==> config.mk <==
export PLATFORM = sky130hd
export DESIGN_NAME = rlc_lane_regs
export DESIGN_NICKNAME = d
export VERILOG_FILES = /design/src/shared/rlc_pkg.sv /design/src/rtl/rlc_lane_regs.sv /design/src/rtl/rlc_thresh_map.sv
export SDC_FILE = /design/constraint.sdc
export NUM_CORES = 1
export LEC_CHECK = 0
export BUFFER_PORTS_ARGS = -buffer_cell sky130_fd_sc_hd__buf_2
export CORE_UTILIZATION = 52
export CTS_BUF_LIST = sky130_fd_sc_hd__clkbuf_2 sky130_fd_sc_hd__clkbuf_4 sky130_fd_sc_hd__clkbuf_8
export CTS_CLUSTER_DIAMETER = 40
export CTS_CLUSTER_SIZE = 30
export DETAILED_ROUTE_END_ITERATION = 12
export PLACE_DENSITY = 0.81
export SYNTH_ARGS = -nofsm -noshare
export SYNTH_HDL_FRONTEND = slang
export SYNTH_SLANG_ARGS = --single-unit
export TNS_END_PERCENT = 20
==> constraint.sdc <==
create_clock -name clk_in -period 1.4 [get_ports clk_in]
set_input_delay 0.14 -clock clk_in [delete_from_list [all_inputs] [get_ports clk_in]]
set_output_delay 0.14 -clock clk_in [all_outputs]
set_load 0.03 [all_outputs]
==> src/shared/rlc_pkg.sv <==
// ============================================================================
// rlc_pkg - constants for the lane b3 configuration register slice
// ============================================================================
// holds register offsets, field positions, reset values and decode tables.
// assumes 8-bit registers reached over an 8-bit internal register port.
package rlc_pkg;

    // ========================================================================
    // register offsets
    // ========================================================================
    localparam logic [7:0] RLC_OFS_DEEMPH     = 8'h26;
    localparam logic [7:0] RLC_OFS_THRESH     = 8'h27;
    localparam logic [7:0] RLC_OFS_SD_CTRL    = 8'h28;
    localparam logic [7:0] RLC_OFS_RSVD_A     = 8'h29;
    localparam logic [7:0] RLC_OFS_RSVD_B     = 8'h2A;

    // ========================================================================
    // field positions
    // ========================================================================
    localparam int         RLC_POS_PRESENCE   = 7;   // read-only termination status
    localparam int         RLC_POS_DEEMPH_HI  = 2;
    localparam int         RLC_POS_ASSERT_LO  = 2;   // assert threshold [3:2]
    localparam int         RLC_POS_DEASRT_LO  = 0;   // de-assert threshold [1:0]
    localparam int         RLC_POS_RSVD1      = 6;   // control bit that reads as one
    localparam int         RLC_POS_HIGH_LO    = 4;   // high range [5:4]
    localparam int         RLC_POS_FAST_LO    = 2;   // fast detect [3:2]
    localparam int         RLC_POS_GAIN_LO    = 0;   // reduced gain [1:0]

    // ========================================================================
    // reset values
    // ========================================================================
    localparam logic [2:0] RLC_RST_DEEMPH     = 3'h2;
    localparam logic [3:0] RLC_RST_THRESH     = 4'h0;
    localparam logic [7:0] RLC_RST_SD_CTRL    = 8'h4C;
    localparam logic [7:0] RLC_RDATA_NONE     = 8'h00;

    // ========================================================================
    // decode tables
    // ========================================================================
    // de-emphasis in tenths of a dB, index is the 3-bit code
    localparam logic [7:0] RLC_DEEMPH_TENTH [0:7] =
        '{8'h00, 8'h0F, 8'h23, 8'h32, 8'h3C, 8'h50, 8'h5A, 8'h78};
    // remaining swing range as a fraction of 1024 (10^(-dB/20))
    localparam logic [10:0] RLC_SWING_SCALE [0:7] =
        '{11'h400, 11'h35D, 11'h2AC, 11'h240, 11'h201, 11'h198, 11'h16B, 11'h101};
    localparam logic [10:0] RLC_SWING_FULL    = 11'h400;
    // detect thresholds in mVp-p, index is the 2-bit code
    localparam logic [7:0] RLC_ASSERT_MV [0:3] = '{8'h32, 8'h28, 8'h4B, 8'h3A};
    localparam logic [7:0] RLC_DEASRT_MV [0:3] = '{8'h25, 8'h16, 8'h37, 8'h2D};

endpackage : rlc_pkg

==> src/rtl/rlc_lane_regs.sv <==
// ============================================================================
// rlc_lane_regs - lane b3 output and signal-detect configuration registers
// ============================================================================
// sits behind the management bus engine and eeprom loader, which both drive
// the same single-cycle write and read strobes; the analog lane reads the
// decoded settings below.
//
// Functional notes
// - bit 7 of the de-emphasis register reads 1 when lane b3 input is 50 ohm terminated, else 0.
// - the 3-bit de-emphasis field resets to 2 and codes 0..7 mean 0,-1.5,-3.5,-5,-6,-8,-9,-12 dB.
// - threshold bits 3:2 select assert level 50, 40, 75 or 58 mVp-p, with 50 as default.
// - threshold bits 1:0 select de-assert level 37, 22, 55 or 45 mVp-p, with 37 as default.
// - register thresholds apply only while the override bit is set, otherwise the pin rules.
// - control bits 5 and 4 enable the high threshold range for lanes 0-3 and 4-7.
// - control bits 3 and 2 enable fast detection (about 3-4 ns) for lanes 0-3 and 4-7.
// - control bits 1 and 0 enable reduced detect gain for lanes 0-3 and 4-7.
`timescale 1ns/1ps

module rlc_lane_regs (
    input  wire logic       clk_in,
    input  wire logic       rst_n_in,
    // internal register port from the bus engine or eeprom loader
    input  wire logic       reg_wr_en_in,
    input  wire logic       reg_rd_en_in,
    input  wire logic [7:0] reg_addr_in,
    input  wire logic [7:0] reg_wdata_in,
    output logic      [7:0] reg_rdata_out,
    // override enable held in the shared override control register
    input  wire logic       threshold_override_in,
    // asynchronous inputs from pins and the analog front end
    input  wire logic [1:0] detect_threshold_select_in,
    input  wire logic       receiver_presence_sense_in,
    // decoded settings toward the analog lane
    output logic      [2:0] output_deemphasis_out,
    output logic      [7:0] deemph_tenth_db_out,
    output logic      [10:0] output_swing_scale_out,
    output logic      [7:0] assert_thresh_mv_out,
    output logic      [7:0] deassert_thresh_mv_out,
    output logic      [1:0] high_range_en_out,
    output logic      [1:0] fast_detect_en_out,
    output logic      [1:0] reduced_gain_en_out
);
    import rlc_pkg::*;

    // ========================================================================
    // synchronisers for pin and analog inputs
    // ========================================================================
    logic [1:0] pin_s1_q;
    logic [1:0] pin_s2_q;
    logic       pres_s1_q;
    logic       pres_s2_q;

    // two flops each; only the second stage feeds logic
    always_ff @(posedge clk_in or negedge rst_n_in)
    begin
        if (!rst_n_in)
        begin
            pin_s1_q  <= 2'h0;
            pin_s2_q  <= 2'h0;
            pres_s1_q <= 1'b0;
            pres_s2_q <= 1'b0;
        end
        else
        begin
            pin_s1_q  <= detect_threshold_select_in;
            pin_s2_q  <= pin_s1_q;
            pres_s1_q <= receiver_presence_sense_in;
            pres_s2_q <= pres_s1_q;
        end
    end

    // ========================================================================
    // register storage and read-back
    // ========================================================================
    logic [2:0] deemph_d;
    logic [2:0] deemph_q;
    logic [3:0] thresh_d;
    logic [3:0] thresh_q;
    logic [5:0] ctrl_d;
    logic [5:0] ctrl_q;
    logic [7:0] rdata_d;
    logic [7:0] rdata_q;
    logic [7:0] ctrl_view;

    // reserved bits are not stored at all, so stray writes cannot reach the lane
    always_comb
    begin
        deemph_d  = deemph_q;
        thresh_d  = thresh_q;
        ctrl_d    = ctrl_q;
        rdata_d   = rdata_q;
        ctrl_view = {1'b0, 1'b1, ctrl_q};
        if (reg_wr_en_in)
        begin
            if (reg_addr_in == RLC_OFS_DEEMPH)
                deemph_d = reg_wdata_in[RLC_POS_DEEMPH_HI:0];
            if (reg_addr_in == RLC_OFS_THRESH)
                thresh_d = reg_wdata_in[3:0];
            // control write; bits 7 and 6 are fixed
            if (reg_addr_in == RLC_OFS_SD_CTRL)
                ctrl_d = reg_wdata_in[5:0];
        end
        if (reg_rd_en_in)
        begin
            // reserved registers and bits read as zero, except control bit 6, which reads as one
            case (reg_addr_in)
                RLC_OFS_DEEMPH:  rdata_d = {pres_s2_q, 4'h0, deemph_q};
                RLC_OFS_THRESH:  rdata_d = {4'h0, thresh_q};
                RLC_OFS_SD_CTRL: rdata_d = ctrl_view;
                default:         rdata_d = RLC_RDATA_NONE;
            endcase
        end
    end

    // read data holds until the next read strobe
    always_ff @(posedge clk_in or negedge rst_n_in)
    begin
        if (!rst_n_in)
        begin
            deemph_q <= RLC_RST_DEEMPH;
            thresh_q <= RLC_RST_THRESH;
            ctrl_q   <= RLC_RST_SD_CTRL[5:0];
            rdata_q  <= RLC_RDATA_NONE;
        end
        else
        begin
            deemph_q <= deemph_d;
            thresh_q <= thresh_d;
            ctrl_q   <= ctrl_d;
            rdata_q  <= rdata_d;
        end
    end

    assign reg_rdata_out = rdata_q;

    // ========================================================================
    // decoded lane settings
    // ========================================================================
    logic [2:0]  deemph_out_q;
    logic [7:0]  tenth_d;
    logic [7:0]  tenth_q;
    logic [10:0] scale_d;
    logic [10:0] scale_q;
    logic [5:0]  grp_q;
    logic [1:0]  assert_code;
    logic [1:0]  deassert_code;

    always_comb
    begin
        tenth_d = RLC_DEEMPH_TENTH[deemph_q];
        // swing range shrinks by the selected dB
        scale_d = RLC_SWING_SCALE[deemph_q];
        // pin code applies to both levels until override is set
        assert_code   = threshold_override_in ? thresh_q[RLC_POS_ASSERT_LO +: 2] : pin_s2_q;
        deassert_code = threshold_override_in ? thresh_q[RLC_POS_DEASRT_LO +: 2] : pin_s2_q;
    end

    // one register stage so every output comes from a flop
    always_ff @(posedge clk_in or negedge rst_n_in)
    begin
        if (!rst_n_in)
        begin
            deemph_out_q <= RLC_RST_DEEMPH;
            tenth_q      <= RLC_DEEMPH_TENTH[RLC_RST_DEEMPH];
            scale_q      <= RLC_SWING_SCALE[RLC_RST_DEEMPH];
            grp_q        <= RLC_RST_SD_CTRL[5:0];
        end
        else
        begin
            deemph_out_q <= deemph_q;
            tenth_q      <= tenth_d;
            scale_q      <= scale_d;
            grp_q        <= ctrl_q;
        end
    end

    assign output_deemphasis_out  = deemph_out_q;
    assign deemph_tenth_db_out    = tenth_q;
    assign output_swing_scale_out = scale_q;
    // high range per lane group, index 1 is lanes 0-3
    assign high_range_en_out      = grp_q[RLC_POS_HIGH_LO +: 2];
    // fast detect; the 3-4 ns response lives in the analog path
    assign fast_detect_en_out     = grp_q[RLC_POS_FAST_LO +: 2];
    assign reduced_gain_en_out    = grp_q[RLC_POS_GAIN_LO +: 2];

    rlc_thresh_map #(
        .IS_ASSERT (1'b1)
    ) u_assert_map (
        .clk_in   (clk_in),
        .rst_n_in (rst_n_in),
        .code_in  (assert_code),
        .mv_out   (assert_thresh_mv_out)
    );

    rlc_thresh_map #(
        .IS_ASSERT (1'b0)
    ) u_deassert_map (
        .clk_in   (clk_in),
        .rst_n_in (rst_n_in),
        .code_in  (deassert_code),
        .mv_out   (deassert_thresh_mv_out)
    );
endmodule : rlc_lane_regs

==> src/rtl/rlc_thresh_map.sv <==
// ============================================================================
// rlc_thresh_map - maps a 2-bit detect threshold code to millivolts
// ============================================================================
// one copy serves the assert level, another the de-assert level.
// assumes the code is already synchronous to clk_in.
`timescale 1ns/1ps

module rlc_thresh_map #(
    parameter bit IS_ASSERT = 1'b1
) (
    input  wire logic       clk_in,
    input  wire logic       rst_n_in,
    input  wire logic [1:0] code_in,
    output logic      [7:0] mv_out
);
    import rlc_pkg::*;

    logic [7:0] mv_d;
    logic [7:0] mv_q;

    // table lookup; default level comes from code zero in both tables
    always_comb
    begin
        mv_d = IS_ASSERT ? RLC_ASSERT_MV[code_in] : RLC_DEASRT_MV[code_in];
    end

    // registered so the analog comparator sees a glitch-free level
    always_ff @(posedge clk_in or negedge rst_n_in)
    begin
        if (!rst_n_in)
            mv_q <= IS_ASSERT ? RLC_ASSERT_MV[0] : RLC_DEASRT_MV[0];
        else
            mv_q <= mv_d;
    end

    assign mv_out = mv_q;

endmodule : rlc_thresh_map

* Word-level counts from Yosys, hierarchy flattened *
Memories as Yosys holds them, arrays and structs flattened. A register that Yosys moved wholly into a read port is not among the register bits.
Cells that the tools add are included.

operators by class
  $add $sub $neg = 0
  multipliers = 0
  div/mod/pow operators = 0
  $lt $le $gt $ge = 2
  equality and inequality tests = 3
  shifts and indexed selects = 0
  muxes and demuxes = 9
  bitwise gates (word level) = 3
  reduce and logical (&&, ||, !) cells = 5

operators with widths
  operator                                                          count
  8-bit binary-select mux with 2-bit select                         2
  8-bit 2-to-1 mux                                                  4
  8-bit by 6-bit == test with 1-bit output (second input constant)  3
  8-bit one-hot mux with 3 select lines                             1
  3-bit greater-or-equal comparator (second input constant)         2
  2-bit NOT with 3-bit output                                       2
  2-bit AND reduction                                               3
  2-bit 2-to-1 mux                                                  2
  3-bit NOT with 4-bit output                                       1
  1-bit zero test                                                   2

storage, ports and cells
  register bits after elaboration = 52
  latch bits = 0
  bits in writable memories = 0
  ROM bits = 152
  input port bits = 24
  output and inout bits = 52
  word-level logic and storage cells = 36
  memories = 2

memory list
  name              words  width  rd ports  clocked after memory_dff  wr ports  line                  RTL
  (name not given)  8      11     1         1                         0         rlc_lane_regs.sv:152  scale_d = RLC_SWING_SCALE[deemph_q];
  (name not given)  8      8      1         1                         0         rlc_lane_regs.sv:150  tenth_d = RLC_DEEMPH_TENTH[deemph_q];

* Depth between registers and ports, before layout *
Gate-level depths: netlist (run 1).

  depth in word-level cells = 5
  gate-level depth with buffers = 5
  gate-level depth less buffers = 5

* Modules after synthesis *
A second synthesis (run 1) with hierarchy kept.

second synthesis, totals
  cells, all modules = 171
  area total of the unflattened synthesis = 2367.3 sq um

modules (own cells, without submodules)
  module                           instances  cells each  area each (sq um)  sequential area each (sq um)
  rlc_lane_regs                    1          137         1981.9             1317.5
  rlc_thresh_map (u_assert_map)    1          19          227.7              128.9
  rlc_thresh_map (u_deassert_map)  1          15          157.7              76.3

* Worst setup path before layout (run 1) *
No wires, ideal clock.

  path type = input-to-reg
  start point = input port reg_addr_in[0]
  end point = register ctrl_q[0]
  library setup time = 0.125 ns
  arrival time = 1.150 ns
  required time = 1.275 ns
  setup slack = 0.125 ns
  stages on the path = 4
  buffers on the path = 1
  path through = buf_2 nor4b_4 nand3_2 mux2_2

between the ends
  longest elaborated chain between the ends = 2

RTL lines
  item                                      line                  RTL
  start: declaration                        rlc_lane_regs.sv:25   input wire logic [7:0] reg_addr_in,
  8-bit by 6-bit == test with 1-bit output  rlc_lane_regs.sv:100  if (reg_addr_in == RLC_OFS_SD_CTRL)
  2-bit AND reduction (no source line)      n/a
  end signal: assignment                    rlc_lane_regs.sv:122  ctrl_q <= RLC_RST_SD_CTRL[5:0];
  end signal: assignment                    rlc_lane_regs.sv:129  ctrl_q <= ctrl_d;
  end: declaration                          rlc_lane_regs.sv:80   logic [5:0] ctrl_q;

Every way passes these cells.
A chain may end at the register's enable or synchronous reset.

* Final worst setup path (run 1) *
  start point = register deemph_q[1]
  end point = register tenth_q[2] (netlist: deemph_tenth_db_out[2])

between the ends
  longest elaborated chain between the ends = 1

RTL lines
  item                                               line                  RTL
  start: declaration                                 rlc_lane_regs.sv:76   logic [2:0] deemph_q;
  start signal: assignment                           rlc_lane_regs.sv:127  deemph_q <= deemph_d;
  3-bit NOT with 4-bit output (implied by the code)  rlc_lane_regs.sv:150
  end: declaration                                   rlc_lane_regs.sv:141  logic [7:0] tenth_q;

Every way passes these cells.

==> metrics.md, run 1 <==
| Metric | Value |
|---|---|
| Syn Area/Cell | `13.7 um^2` |
| Register share of total power | `0.466` |
| Yosys warns | `0` |
| Worst Hold Depth | `2` |
| Max Slew Vio Count | `0` |
| Critical path endpoint category | `register` |
| CP arrival | `1.43 ns` |
| Int Power | `just over 3 mW` |
| # diodes | `0` |
| Die X | `between 60 and 70 um` |
| Largest net degree at the start of global routing | `61` |
| I/O pins | `76` |
| Final Util | `0.688` |
| Core region area | `4350 um^2` |
| Req. time, crit path | `1.61 ns` |
| Chip height | `around 69 um` |
| Pre-antenna DRT Iters | `4` |
| Post-CTS Setup Bufs | `0` |
| Finish-stage setup viols | `0` |
| H-tree levels | `3` |
| Dominant synthesized flop cell | `dfrtp_1` |
| Vias | `1470` |
| Initial antenna violation count | `0` |
| Clock tree buffer depth | `2` |
| CTS tree | `built` |
| Gpl congestion | `between 0.7 and 0.8` |
| Total congestion overflow | `0` |
| Die area | `4820 um^2` |
| Antenna-violating nets left | `0` |
| Clock power share | `0.420` |
| Minimum clock period after layout | `roughly 1.2 ns` |
| Area delta synth->final | `26.7%` |
| Tot GR Track Use | `0.193` |
| Setup TNS | `0 ns` |
| Drt drc | `0` |
| R2R Setup Slk | `0.18 ns` |
| DP HPWL | `2.83 mm` |
| Sequential area share after synthesis | `0.644` |
| P per Cell Area | `1340 nW/um^2` |
| Min-delay worst type | `in2reg` |
| Clk slew on worst S/H paths | `0.07 ns` |
| CP peak stage delay | `approximately 0.53 ns` |
| Max Cap Violations | `0` |
| Startpoint type of the worst setup path | `register` |
| Logic pwr share | `0.114` |
| Post-Syn Area | `~2400 um^2` |
| Final Net Count | `~280` |
| Worst vdd ir | `approximately 0.00085 V` |
| First-pass GRT wire length | `6.98 mm` |
| FP Rows | `24` |
| Fin. Hold Viols | `0` |
| Switch Pwr | `977 uW` |
| Vias per inst | `4.82` |
| Clock skew | `~0.0068 ns` |
| Worst-Skew Late Latency | `~0.33 ns` |
| Critical path, cell by cell | `inv_1 > ha_1 > mux2_2` |
| Synth Register Bits | `60` |
| Number of global-route vias before repair | `1509` |
| Final WL | `4.16 mm` |
| Final total power | `4.03 mW` |
| Root buffer cell | `clkbuf_8` |
| Top post-synthesis cells by area | `dfrtp_1 (46%), dfstp_2 (19%), mux2_2 (8.6%), ha_1 (5.3%), buf_4 (3.5%)` |
| Post-route design area | `3000 um^2` |
| Starting Density | `0.543` |
| Routed len/inst | `13.7 um` |
| Crit path kind | `reg2reg` |
| Port Buffers | `67` |
| Tcrit/Tclk final | `0.869` |
| CTS sink count | `60` |
| Yosys top cell area share | `0.455` |
| RSZ-0062 raised after global routing | `false` |
| Status | `finished, final reports clean` |
| Cell taking the most area after synthesis | `dfrtp_1` |
| Number of synthesized flops with an enable pin | `0` |
| Number of buffers created by CTS | `9` |
| Post-Syn Instances | `173` |
| Max Clock Freq | `around 0.82 GHz` |
| Net Sw Frac | `0.243` |
| Worst Path Max Fanout | `4` |
| Synth cell types | `31` |
| Commonest cells after routing, fill and taps aside | `buf_2 (67), dfrtp_1 (42), mux2_2 (18)` |
| Initial DRC Count | `36` |
| Slowest CP cell | `dfstp_2` |
| Commonest non-fill, non-tap cell in the layout | `buf_2` |
| Placed inst area | `approximately 2700 um^2` |
| Ys async rst share | `1.00` |
| Static leakage | `1.59 nW` |
| Worst Reg2Reg Path Length in Cells | `3` |
| Layout cells sized above 1 | `0.514` |
metal layers:
| metal | share of wire | GRT usage | wire length, um | up-vias |
|---|---|---|---|---|
| met3 | 0.061 | 0.0814 | 252 | 7 |
| met1 | 0.44 | 0.237 | 1820 | 709 |
| met5 | 0 | 0 | 0 | - |
| met2 | 0.49 | 0.297 | 2030 | 51 |
| li1 | - | - | - | 703 |
| met4 | 0.015 | 0.0862 | 61 | 0 |
power by group through the flow:
| stage | Sequential [mW] | Clock [mW] | Combinational [mW] |
|---|---|---|---|
| 2_1_floorplan | 2.04 | 0 | 0.175 |
| 3_5_place_dp | 1.91 | 0 | 0.451 |
| 3_3_place_gp | 1.90 | 0 | 0.441 |
| 5_1_grt | 1.89 | 1.82 | 0.492 |
| 6_report | 1.88 | 1.69 | 0.458 |
| 4_1_cts | 1.88 | 1.73 | 0.463 |
critical path, delay by kind of cell, from the launching register on:
kind | cells | cell delay (ns)
adders and majority gates | 1 | 0.23
buffers and inverters | 1 | 0.08
DFF | 1 | 0.53
muxes | 1 | 0.27
final timing paths:
check | from | to
min reg2reg | pres_s1_q$_DFF_PN0_ | pres_s2_q$_DFF_PN0_
max | deemph_q[1]$_DFFE_PN1P_ | deemph_tenth_db_out[2]$_DFF_PN0_
max reg2reg | deemph_q[1]$_DFFE_PN1P_ | deemph_tenth_db_out[2]$_DFF_PN0_
min in group asynchronous | rst_n_in | u_assert_map.mv_out[3]$_DFF_PN0_
max in group asynchronous | rst_n_in | grp_q[3]$_DFF_PN1_
min | reg_wdata_in[5] | ctrl_q[5]$_DFFE_PN0P_
Yosys cell counts (all sizes together), types with 2 or more instances:
cell type and n:
mux2 18, and2 3, dfrtp 43, a22oi 2, o21ai 3, ha 10, clkbuf 6, nor4b 2
nand2b 3, nor2 2, conb 2, a21oi 2, nand3 2, nand2 8, buf 12, inv 17
a32oi 2, dfstp 17, nor2b 5, o22ai 5
cell families after synthesis:
family	Yosys count	share of synthesized area
xor gates and xnor gates	1	0.00370
AOI/OAI and AO/OA	16	0.0444
buffers and inverters	35	0.0735
DFF	60	0.644
adders and majority gates	10	0.0529
and+or+nand+nor	30	0.0884
other	2	0.00318
muxes	19	0.0899
metrics by stage:
step                cells  hold slack [ns]  worst slack (ns)
floorplan             177           -0.156             0.125
global placement      285            0.162            0.0471
detailed placement    285            0.165           0.00265
CTS                   305           0.0398             0.123
global route          305           0.0314             0.111
finish                305           0.0496             0.183
cell type report:
cell class	instances	area (um^2)
inverters	17	63.8
clock inverters	5	75.1
fillers	319	1360
well taps	52	65.1
multi-input cells	82	683
flip-flops and latches	60	1520
clock buffers	11	145
repair buffers	78	440
registers in the layout (all words and copies together), names as in the netlist, 3 cells and up:
name and flops:
u_assert_map.mv_out 5, reg_rdata_out 8, deemph_tenth_db_out 5, ctrl_q 6, thresh_q 4, grp_q 6
output_deemphasis_out 3, u_deassert_map.mv_out 3, output_swing_scale_out 11, deemph_q 3
timing repair:
item / in CTS / in global routing
setup endpoints to repair: 0 / 1
hold buffers: 4 / 0
hold endpoints to repair: 46 / 0
gates resized for setup: 0 / 1
(Power assumes the default switching activity.)
==> run 2, diff against run 1 <==
- PLACE_DENSITY: 0.81 -> 0.83
==> run 2 against run 1 <==
Power shrank 8.4%. Count of clock-buffer cells in the layout increased by 2. Clock power is 20% lower. Die area is the same. Maximum frequency down 2.1%. Wire length shrank 4.0%. Core utilization is 0.86 points lower.
==> metrics.md, run 2 (synthesis results as in run 1) <==
| Metric | Value |
|---|---|
| Port Buffers | `67 (unchanged)` |
| Max Slew Vio Count | `0 (unchanged)` |
| Post-route design area | `2960 um^2 (-1.3%)` |
| Register Area | `1520 um^2 (about the same)` |
| Register share of total power | `0.509 (+0.043)` |
| Highest Signal Layer | `met4` |
| Max Clock Freq | `0.804 GHz (-2.1%)` |
| Min-delay worst type | `in2reg` |
| Switch Pwr | `934 uW (-4.4%)` |
| I/O pins | `76 (unchanged)` |
| Number of buffers created by CTS | `9 (unchanged)` |
| Vias per inst | `4.71 (-2.2%)` |
| Int Power | `2.75 mW (-9.7%)` |
| Pre-antenna DRT Iters | `4 (unchanged)` |
| Gpl congestion | `0.841 (+5.4%)` |
| Commonest cells after routing, fill and taps aside | `buf_2 (67), dfrtp_1 (43), mux2_2 (18)` |
| Initial antenna violation count | `0 (unchanged)` |
| Static leakage | `1.58 nW (-0.88%)` |
| Starting Density | `0.543 (unchanged)` |
| Drt drc | `0 (unchanged)` |
| Tot GR Track Use | `0.187 (-0.00609)` |
| Metal3 WL | `156 um (-38%)` |
| Fill count | `324 (+1.6%)` |
| Max Cap Violations | `0 (unchanged)` |
| # diodes | `0 (unchanged)` |
| Vias | `1437 (-2.2%)` |
| Worst Path Max Fanout | `8 (+4)` |
| Minimum clock period after layout | `1.24 ns (+0.0264 ns)` |
| Routed wl met2 | `2.00 mm (-1.4%)` |
| Worst vdd ir | `0.000703 V (-18%)` |
| Logic pwr share | `0.124 (+0.010)` |
| CTS sink count | `60 (unchanged)` |
| First-pass GRT wire length | `6.55 mm (-6.2%)` |
| Placed inst area | `2740 um^2 (+0.27%)` |
| Final Net Count | `283 (+0.35%)` |
| H-tree levels | `3 (unchanged)` |
| Total congestion overflow | `0 (unchanged)` |
| Largest register FFs | `11 (unchanged)` |
| Cell family with the largest share of critical-path delay | `flip-flops` |
| FP Rows | `24 (unchanged)` |
| CTS-repair resized insts | `0 (unchanged)` |
| P per Cell Area | `1250 nW/um^2 (-7.3%)` |
| Final WL | `4.00 mm (-4.0%)` |
| Setup TNS | `0 ns (unchanged)` |
| Worst Path Buf+Inv | `1 (unchanged)` |
| Slowest CP cell | `dfrtp_1` |
| CTS tree | `built` |
| Net Sw Frac | `0.253 (+0.0107)` |
| Clock power share | `0.367 (-0.053)` |
| Critical path, cell by cell | `inv_1 > ha_1 > and2_1 > nand2b_1` |
| Area of the multi-input gates | `683 um^2 (unchanged)` |
| Initial DRC Count | `92 (+160%)` |
| Crit path kind | `reg2reg` |
| Routed len/inst | `13.1 um (-4.0%)` |
| Die area | `4820 um^2 (unchanged)` |
| Clock skew | `0.00336 ns (-0.00348 ns)` |
| Area delta synth->final | `25.1%` |
| Antenna-violating nets left | `0 (unchanged)` |
| Req. time, crit path | `1.61 ns (about the same)` |
| Commonest non-fill, non-tap cell in the layout | `buf_2` |
| Number of global-route vias before repair | `1368 (-9.3%)` |
| Finish-stage setup viols | `0 (unchanged)` |
| Tcrit/Tclk final | `0.888 (+0.0189)` |
| M1 WL | `1.70 mm (-6.7%)` |
| Die X | `69.4 um (unchanged)` |
| Dpl ws | `0.0372 ns (+0.0346 ns)` |
| Clk slew on worst S/H paths | `0.06 ns (about the same)` |
| Largest net degree at the start of global routing | `44 (-28%)` |
| RSZ-0062 raised after global routing | `false` |
| Critical path endpoint category | `register` |
| Fin. Hold Viols | `0 (unchanged)` |
| CP arrival | `1.45 ns (+0.02 ns)` |
| Final setup margin | `0.157 ns (-0.0264 ns)` |
| Startpoint type of the worst setup path | `register` |
| Chip height | `69.4 um (unchanged)` |
| Layout cells sized above 1 | `0.510 (-0.00395)` |
| Core region area | `4350 um^2 (unchanged)` |
| CP peak stage delay | `0.47 ns (-0.06 ns)` |
| Status | `finished, final reports clean` |
| Clock tree buffer depth | `2 (unchanged)` |
| Root buffer cell | `clkbuf_8` |
| Hold Slack | `0.0456 ns (-0.00403 ns)` |
| DP HPWL | `2.89 mm (+2.3%)` |
| Worst-Skew Late Latency | `0.32 ns (about the same)` |
[run 2: cell count changes in the layout (fill, tap and decap cells not counted)]
cell	change
dfrtp_2	-1
clkbuf_4	+1
bufinv_16	-2
clkinv_2	-1
buf_4	+1
dfrtp_1	+1
clkbuf_8	+1
[run 2: worst paths after layout]
kind / startpoint / to / slack [ns] / cells past startpoint
worst max-delay path: deemph_q[0]$_DFFE_PN0P_ / output_swing_scale_out[6]$_DFF_PN0_ / 0.16 / 4
worst min-delay path: reg_wdata_in[4] / ctrl_q[4]$_DFFE_PN0P_ / 0.05 / 2
worst max register to register: deemph_q[0]$_DFFE_PN0P_ / output_swing_scale_out[6]$_DFF_PN0_ / 0.16 / 4
worst min register to register: pin_s1_q[0]$_DFF_PN0_ / pin_s2_q[0]$_DFF_PN0_ / 0.35 / 0
max in group asynchronous: rst_n_in / u_assert_map.mv_out[4]$_DFF_PN1_ / 0.52 / 3
min in group asynchronous: rst_n_in / reg_rdata_out[6]$_DFFE_PN0P_ / 0.27 / 2
[run 2: routing by layer]
| layer | track usage | up-vias |
|---|---|---|
| met1 | 0.221 | 682 |
| met3 | 0.0567 | 11 |
| met2 | 0.285 | 43 |
| met4 | 0.143 | 0 |
| li1 | - | 701 |
| met5 | 0 | - |
[run 2: timing repair]
| action | in CTS | in global routing |
|---|---|---|
| setup buffers | 0 | 0 |
| endpoints found under the hold margin | 16 | 0 |
| hold buffers | 4 | 0 |
[run 2: layout make-up]
type                            count  area share
Sequential cell                    60       0.515
Multi-Input combinational cell     82       0.231
Timing Repair Buffer               79       0.151
Clock buffer                       13      0.0562
Tap cell                           52      0.0220
Inverter                           17      0.0216
Clock inverter                      2     0.00338
[run 2: stage by stage]
stage	cells	power [mW]	util
3_3_place_gp	286	2.35	0.630
3_5_place_dp	286	2.36	0.630
2_1_floorplan	177	2.21	-
5_1_grt	305	3.85	0.680
6_report	305	3.69	0.680
4_1_cts	305	3.74	0.680
[run 2: power by group through the flow]
stage	Combinational [mW]	Clock, mW	Sequential [mW]
6_report	0.457	1.35	1.88
5_1_grt	0.493	1.48	1.88
4_1_cts	0.465	1.39	1.88
3_5_place_dp	0.455	0	1.91
3_3_place_gp	0.444	0	1.90
2_1_floorplan	0.175	0	2.04
==> run 3, diff against run 2 <==
- REMOVE_ABC_BUFFERS: default -> 1
- SKIP_LAST_GASP: default -> 1
==> run 3 against run 2 <==
Design area grew 1.2%. Hold slack worse by 0.0020 ns. Flip-flop and latch count unchanged. Maximum frequency is 1.8% higher. Register-to-register slack better by 0.02 ns. Core utilization grew 0.83 points. Critical endpoint unchanged. Largest power group unchanged. Highest routed layer unchanged.
==> metrics.md, run 3 (synthesis results as in run 1) <==
| Metric | Value |
|---|---|
| Reg2reg end | `output_swing_scale_out[6]$_DFF_PN0_` |
| I/O pins | `76 (unchanged)` |
| Static leakage | `1.59 nW (+0.99%)` |
| Int Power | `3.05 mW (+11%)` |
| Tcrit/Tclk final | `0.873 (-0.0155)` |
| Core region area | `4350 um^2 (unchanged)` |
| Final Util | `0.688 (+0.00833)` |
| FP Rows | `24 (unchanged)` |
| Highest Signal Layer | `met4` |
| Worst Path Max Fanout | `8 (unchanged)` |
| Final total power | `4.03 mW (+9.4%)` |
| Clock power share | `0.421 (+0.054)` |
| Clock skew | `0.00500 ns (+0.00164 ns)` |
| Antenna-violating nets left | `0 (unchanged)` |
| Finish-stage setup viols | `0 (unchanged)` |
| RR Startpoint | `deemph_q[0]$_DFFE_PN0P_` |
| Worst Hold Depth | `2 (unchanged)` |
| Total congestion overflow | `0 (unchanged)` |
| Final std cells w/o fill | `305 (unchanged)` |
| Gpl congestion | `0.770 (-8.4%)` |
| Final setup margin | `0.178 ns (+0.0216 ns)` |
| Drt drc | `0 (unchanged)` |
| Max Slew Vio Count | `0 (unchanged)` |
| Critical path, cell by cell | `inv_1 > ha_1 > and2_1 > nand2b_1` |
| Chip height | `69.4 um (unchanged)` |
| Minimum clock period after layout | `1.22 ns (-0.0216 ns)` |
| Switch Pwr | `982 uW (+5.2%)` |
| Register share of total power | `0.466 (-0.043)` |
| CP peak stage delay | `0.47 ns (about the same)` |
| Max Clock Freq | `0.818 GHz (+1.8%)` |
| Worst-Skew Late Latency | `0.33 ns (about the same)` |
| Hold endpoint | `ctrl_q[4]$_DFFE_PN0P_` |
| Worst vdd ir | `0.000810 V (+15%)` |
| Metal3 WL | `203 um (+30%)` |
| Cell family with the largest share of critical-path delay | `flip-flops` |
| Area delta synth->final | `26.7%` |
| HP Start | `reg_wdata_in[4]` |
| Req. time, crit path | `1.62 ns (about the same)` |
| Inst Count DP | `285 (-0.35%)` |
| R2R Setup Slk | `0.18 ns (+0.02 ns)` |
| Vias | `1476 (+2.7%)` |
| Worst Path Buf+Inv | `1 (unchanged)` |
| Placed inst area | `2740 um^2 (-0.27%)` |
| Layout cells sized above 1 | `0.510 (unchanged)` |
| Fin. Hold Viols | `0 (unchanged)` |
| Hold Slack | `0.0436 ns (-0.00198 ns)` |
| Max Cap Violations | `0 (unchanged)` |
| Slowest CP cell | `dfrtp_1` |
| Number of buffers created by CTS | `9 (unchanged)` |
| Logic pwr share | `0.112 (-0.012)` |
| Die X | `69.4 um (unchanged)` |
| Final Net Count | `282 (-0.35%)` |
| Initial antenna violation count | `0 (unchanged)` |
| P per Cell Area | `1350 nW/um^2 (+8.0%)` |
| CP arrival | `1.44 ns (about the same)` |
| Initial DRC Count | `54 (-41%)` |
| Startpoint type of the worst setup path | `register` |
| Largest net degree at the start of global routing | `61 (+39%)` |
| # diodes | `0 (unchanged)` |
| Tot GR Track Use | `0.182 (-0.00479)` |
| Root buffer cell | `clkbuf_8` |
| Routed wl met2 | `1.87 mm (-6.6%)` |
| Critical path endpoint category | `register` |
| Worst Reg2Reg Path Length in Cells | `4 (unchanged)` |
| Dpl ws | `0.0195 ns (-0.0177 ns)` |
| CTS-repair resized insts | `0 (unchanged)` |
| CTS tree | `built` |
| Crit path kind | `reg2reg` |
| Post-cts hold buffer count | `4 (unchanged)` |
| Commonest non-fill, non-tap cell in the layout | `buf_2` |
| Die area | `4820 um^2 (unchanged)` |
| M1 WL | `1.81 mm (+6.5%)` |
| DP HPWL | `2.77 mm (-4.2%)` |
| Final WL | `3.99 mm (-0.20%)` |
| H-tree levels | `3 (unchanged)` |
| First-pass GRT wire length | `6.64 mm (+1.4%)` |
| Routed len/inst | `13.1 um (-0.20%)` |
| Clk slew on worst S/H paths | `0.07 ns (about the same)` |
| Min-delay worst type | `in2reg` |
| Setup TNS | `0 ns (unchanged)` |
| Port Buffers | `67 (unchanged)` |
| Clock tree buffer depth | `2 (unchanged)` |
| Net Sw Frac | `0.244 (-0.00960)` |
| Pre-antenna DRT Iters | `4 (unchanged)` |
| Starting Density | `0.543 (unchanged)` |
| Largest register FFs | `11 (unchanged)` |
| Post-CTS Setup Bufs | `0 (unchanged)` |
| RSZ-0062 raised after global routing | `false` |
| Status | `finished, final reports clean` |
| Vias per inst | `4.84 (+2.7%)` |
| Post-route design area | `3000 um^2 (+1.2%)` |
| CTS sink count | `60 (unchanged)` |
| Commonest cells after routing, fill and taps aside | `buf_2 (67), dfrtp_1 (43), mux2_2 (18)` |
| Number of global-route vias before repair | `1400 (+2.3%)` |
## run 3: cell count changes in the layout (fill, tap and decap cells not counted), sizes merged
cell,before,now
bufinv,0,2
clkbuf,13,11
buf,75,74
clkinv,2,3
## run 3: worst max path at each step
stage                                          end  cells after the start                    start
3_5_place_dp               thresh_q[2]$_DFFE_PN0P_                      4           reg_addr_in[4]
2_1_floorplan     deemph_tenth_db_out[2]$_DFF_PN0_                      3  deemph_q[1]$_DFFE_PN1P_
4_1_cts        output_swing_scale_out[6]$_DFF_PN0_                      4  deemph_q[0]$_DFFE_PN0P_
5_1_grt        output_swing_scale_out[6]$_DFF_PN0_                      4  deemph_q[0]$_DFFE_PN0P_
6_report       output_swing_scale_out[6]$_DFF_PN0_                      4  deemph_q[0]$_DFFE_PN0P_
3_3_place_gp               thresh_q[0]$_DFFE_PN0P_                      4           reg_addr_in[4]
## run 3: area by class of cell
type	instances	area (um^2)
Timing Repair Buffer	78	440
Inverter	17	63.8
Fill cell	306	1360
Clock inverter	5	75.1
Clock buffer	11	145
Sequential cell	60	1520
Tap cell	52	65.1
Multi-Input combinational cell	82	683
## run 3: worst register-to-register path, delay by kind of cell (launching register included)
kind / cells / cell delay (ns)
fa+ha+maj: 1 / 0.24
buf+inv: 1 / 0.11
flops: 1 / 0.47
simple gates: 2 / 0.29
## run 3: power groups by stage
stage          clock (mW)  sequential (mW)  combinational [mW]
2_1_floorplan           0             2.06               0.107
3_3_place_gp            0             1.91               0.438
3_5_place_dp            0             1.91               0.449
4_1_cts              1.73             1.88               0.459
5_1_grt              1.83             1.89               0.490
6_report             1.70             1.88               0.452
## run 3: per-layer routing
metal / up-vias / global-route usage
met2: 56 / 0.262
met1: 707 / 0.250
li1: 702 / -
met4: 0 / 0.109
met5: - / 0
met3: 11 / 0.0451
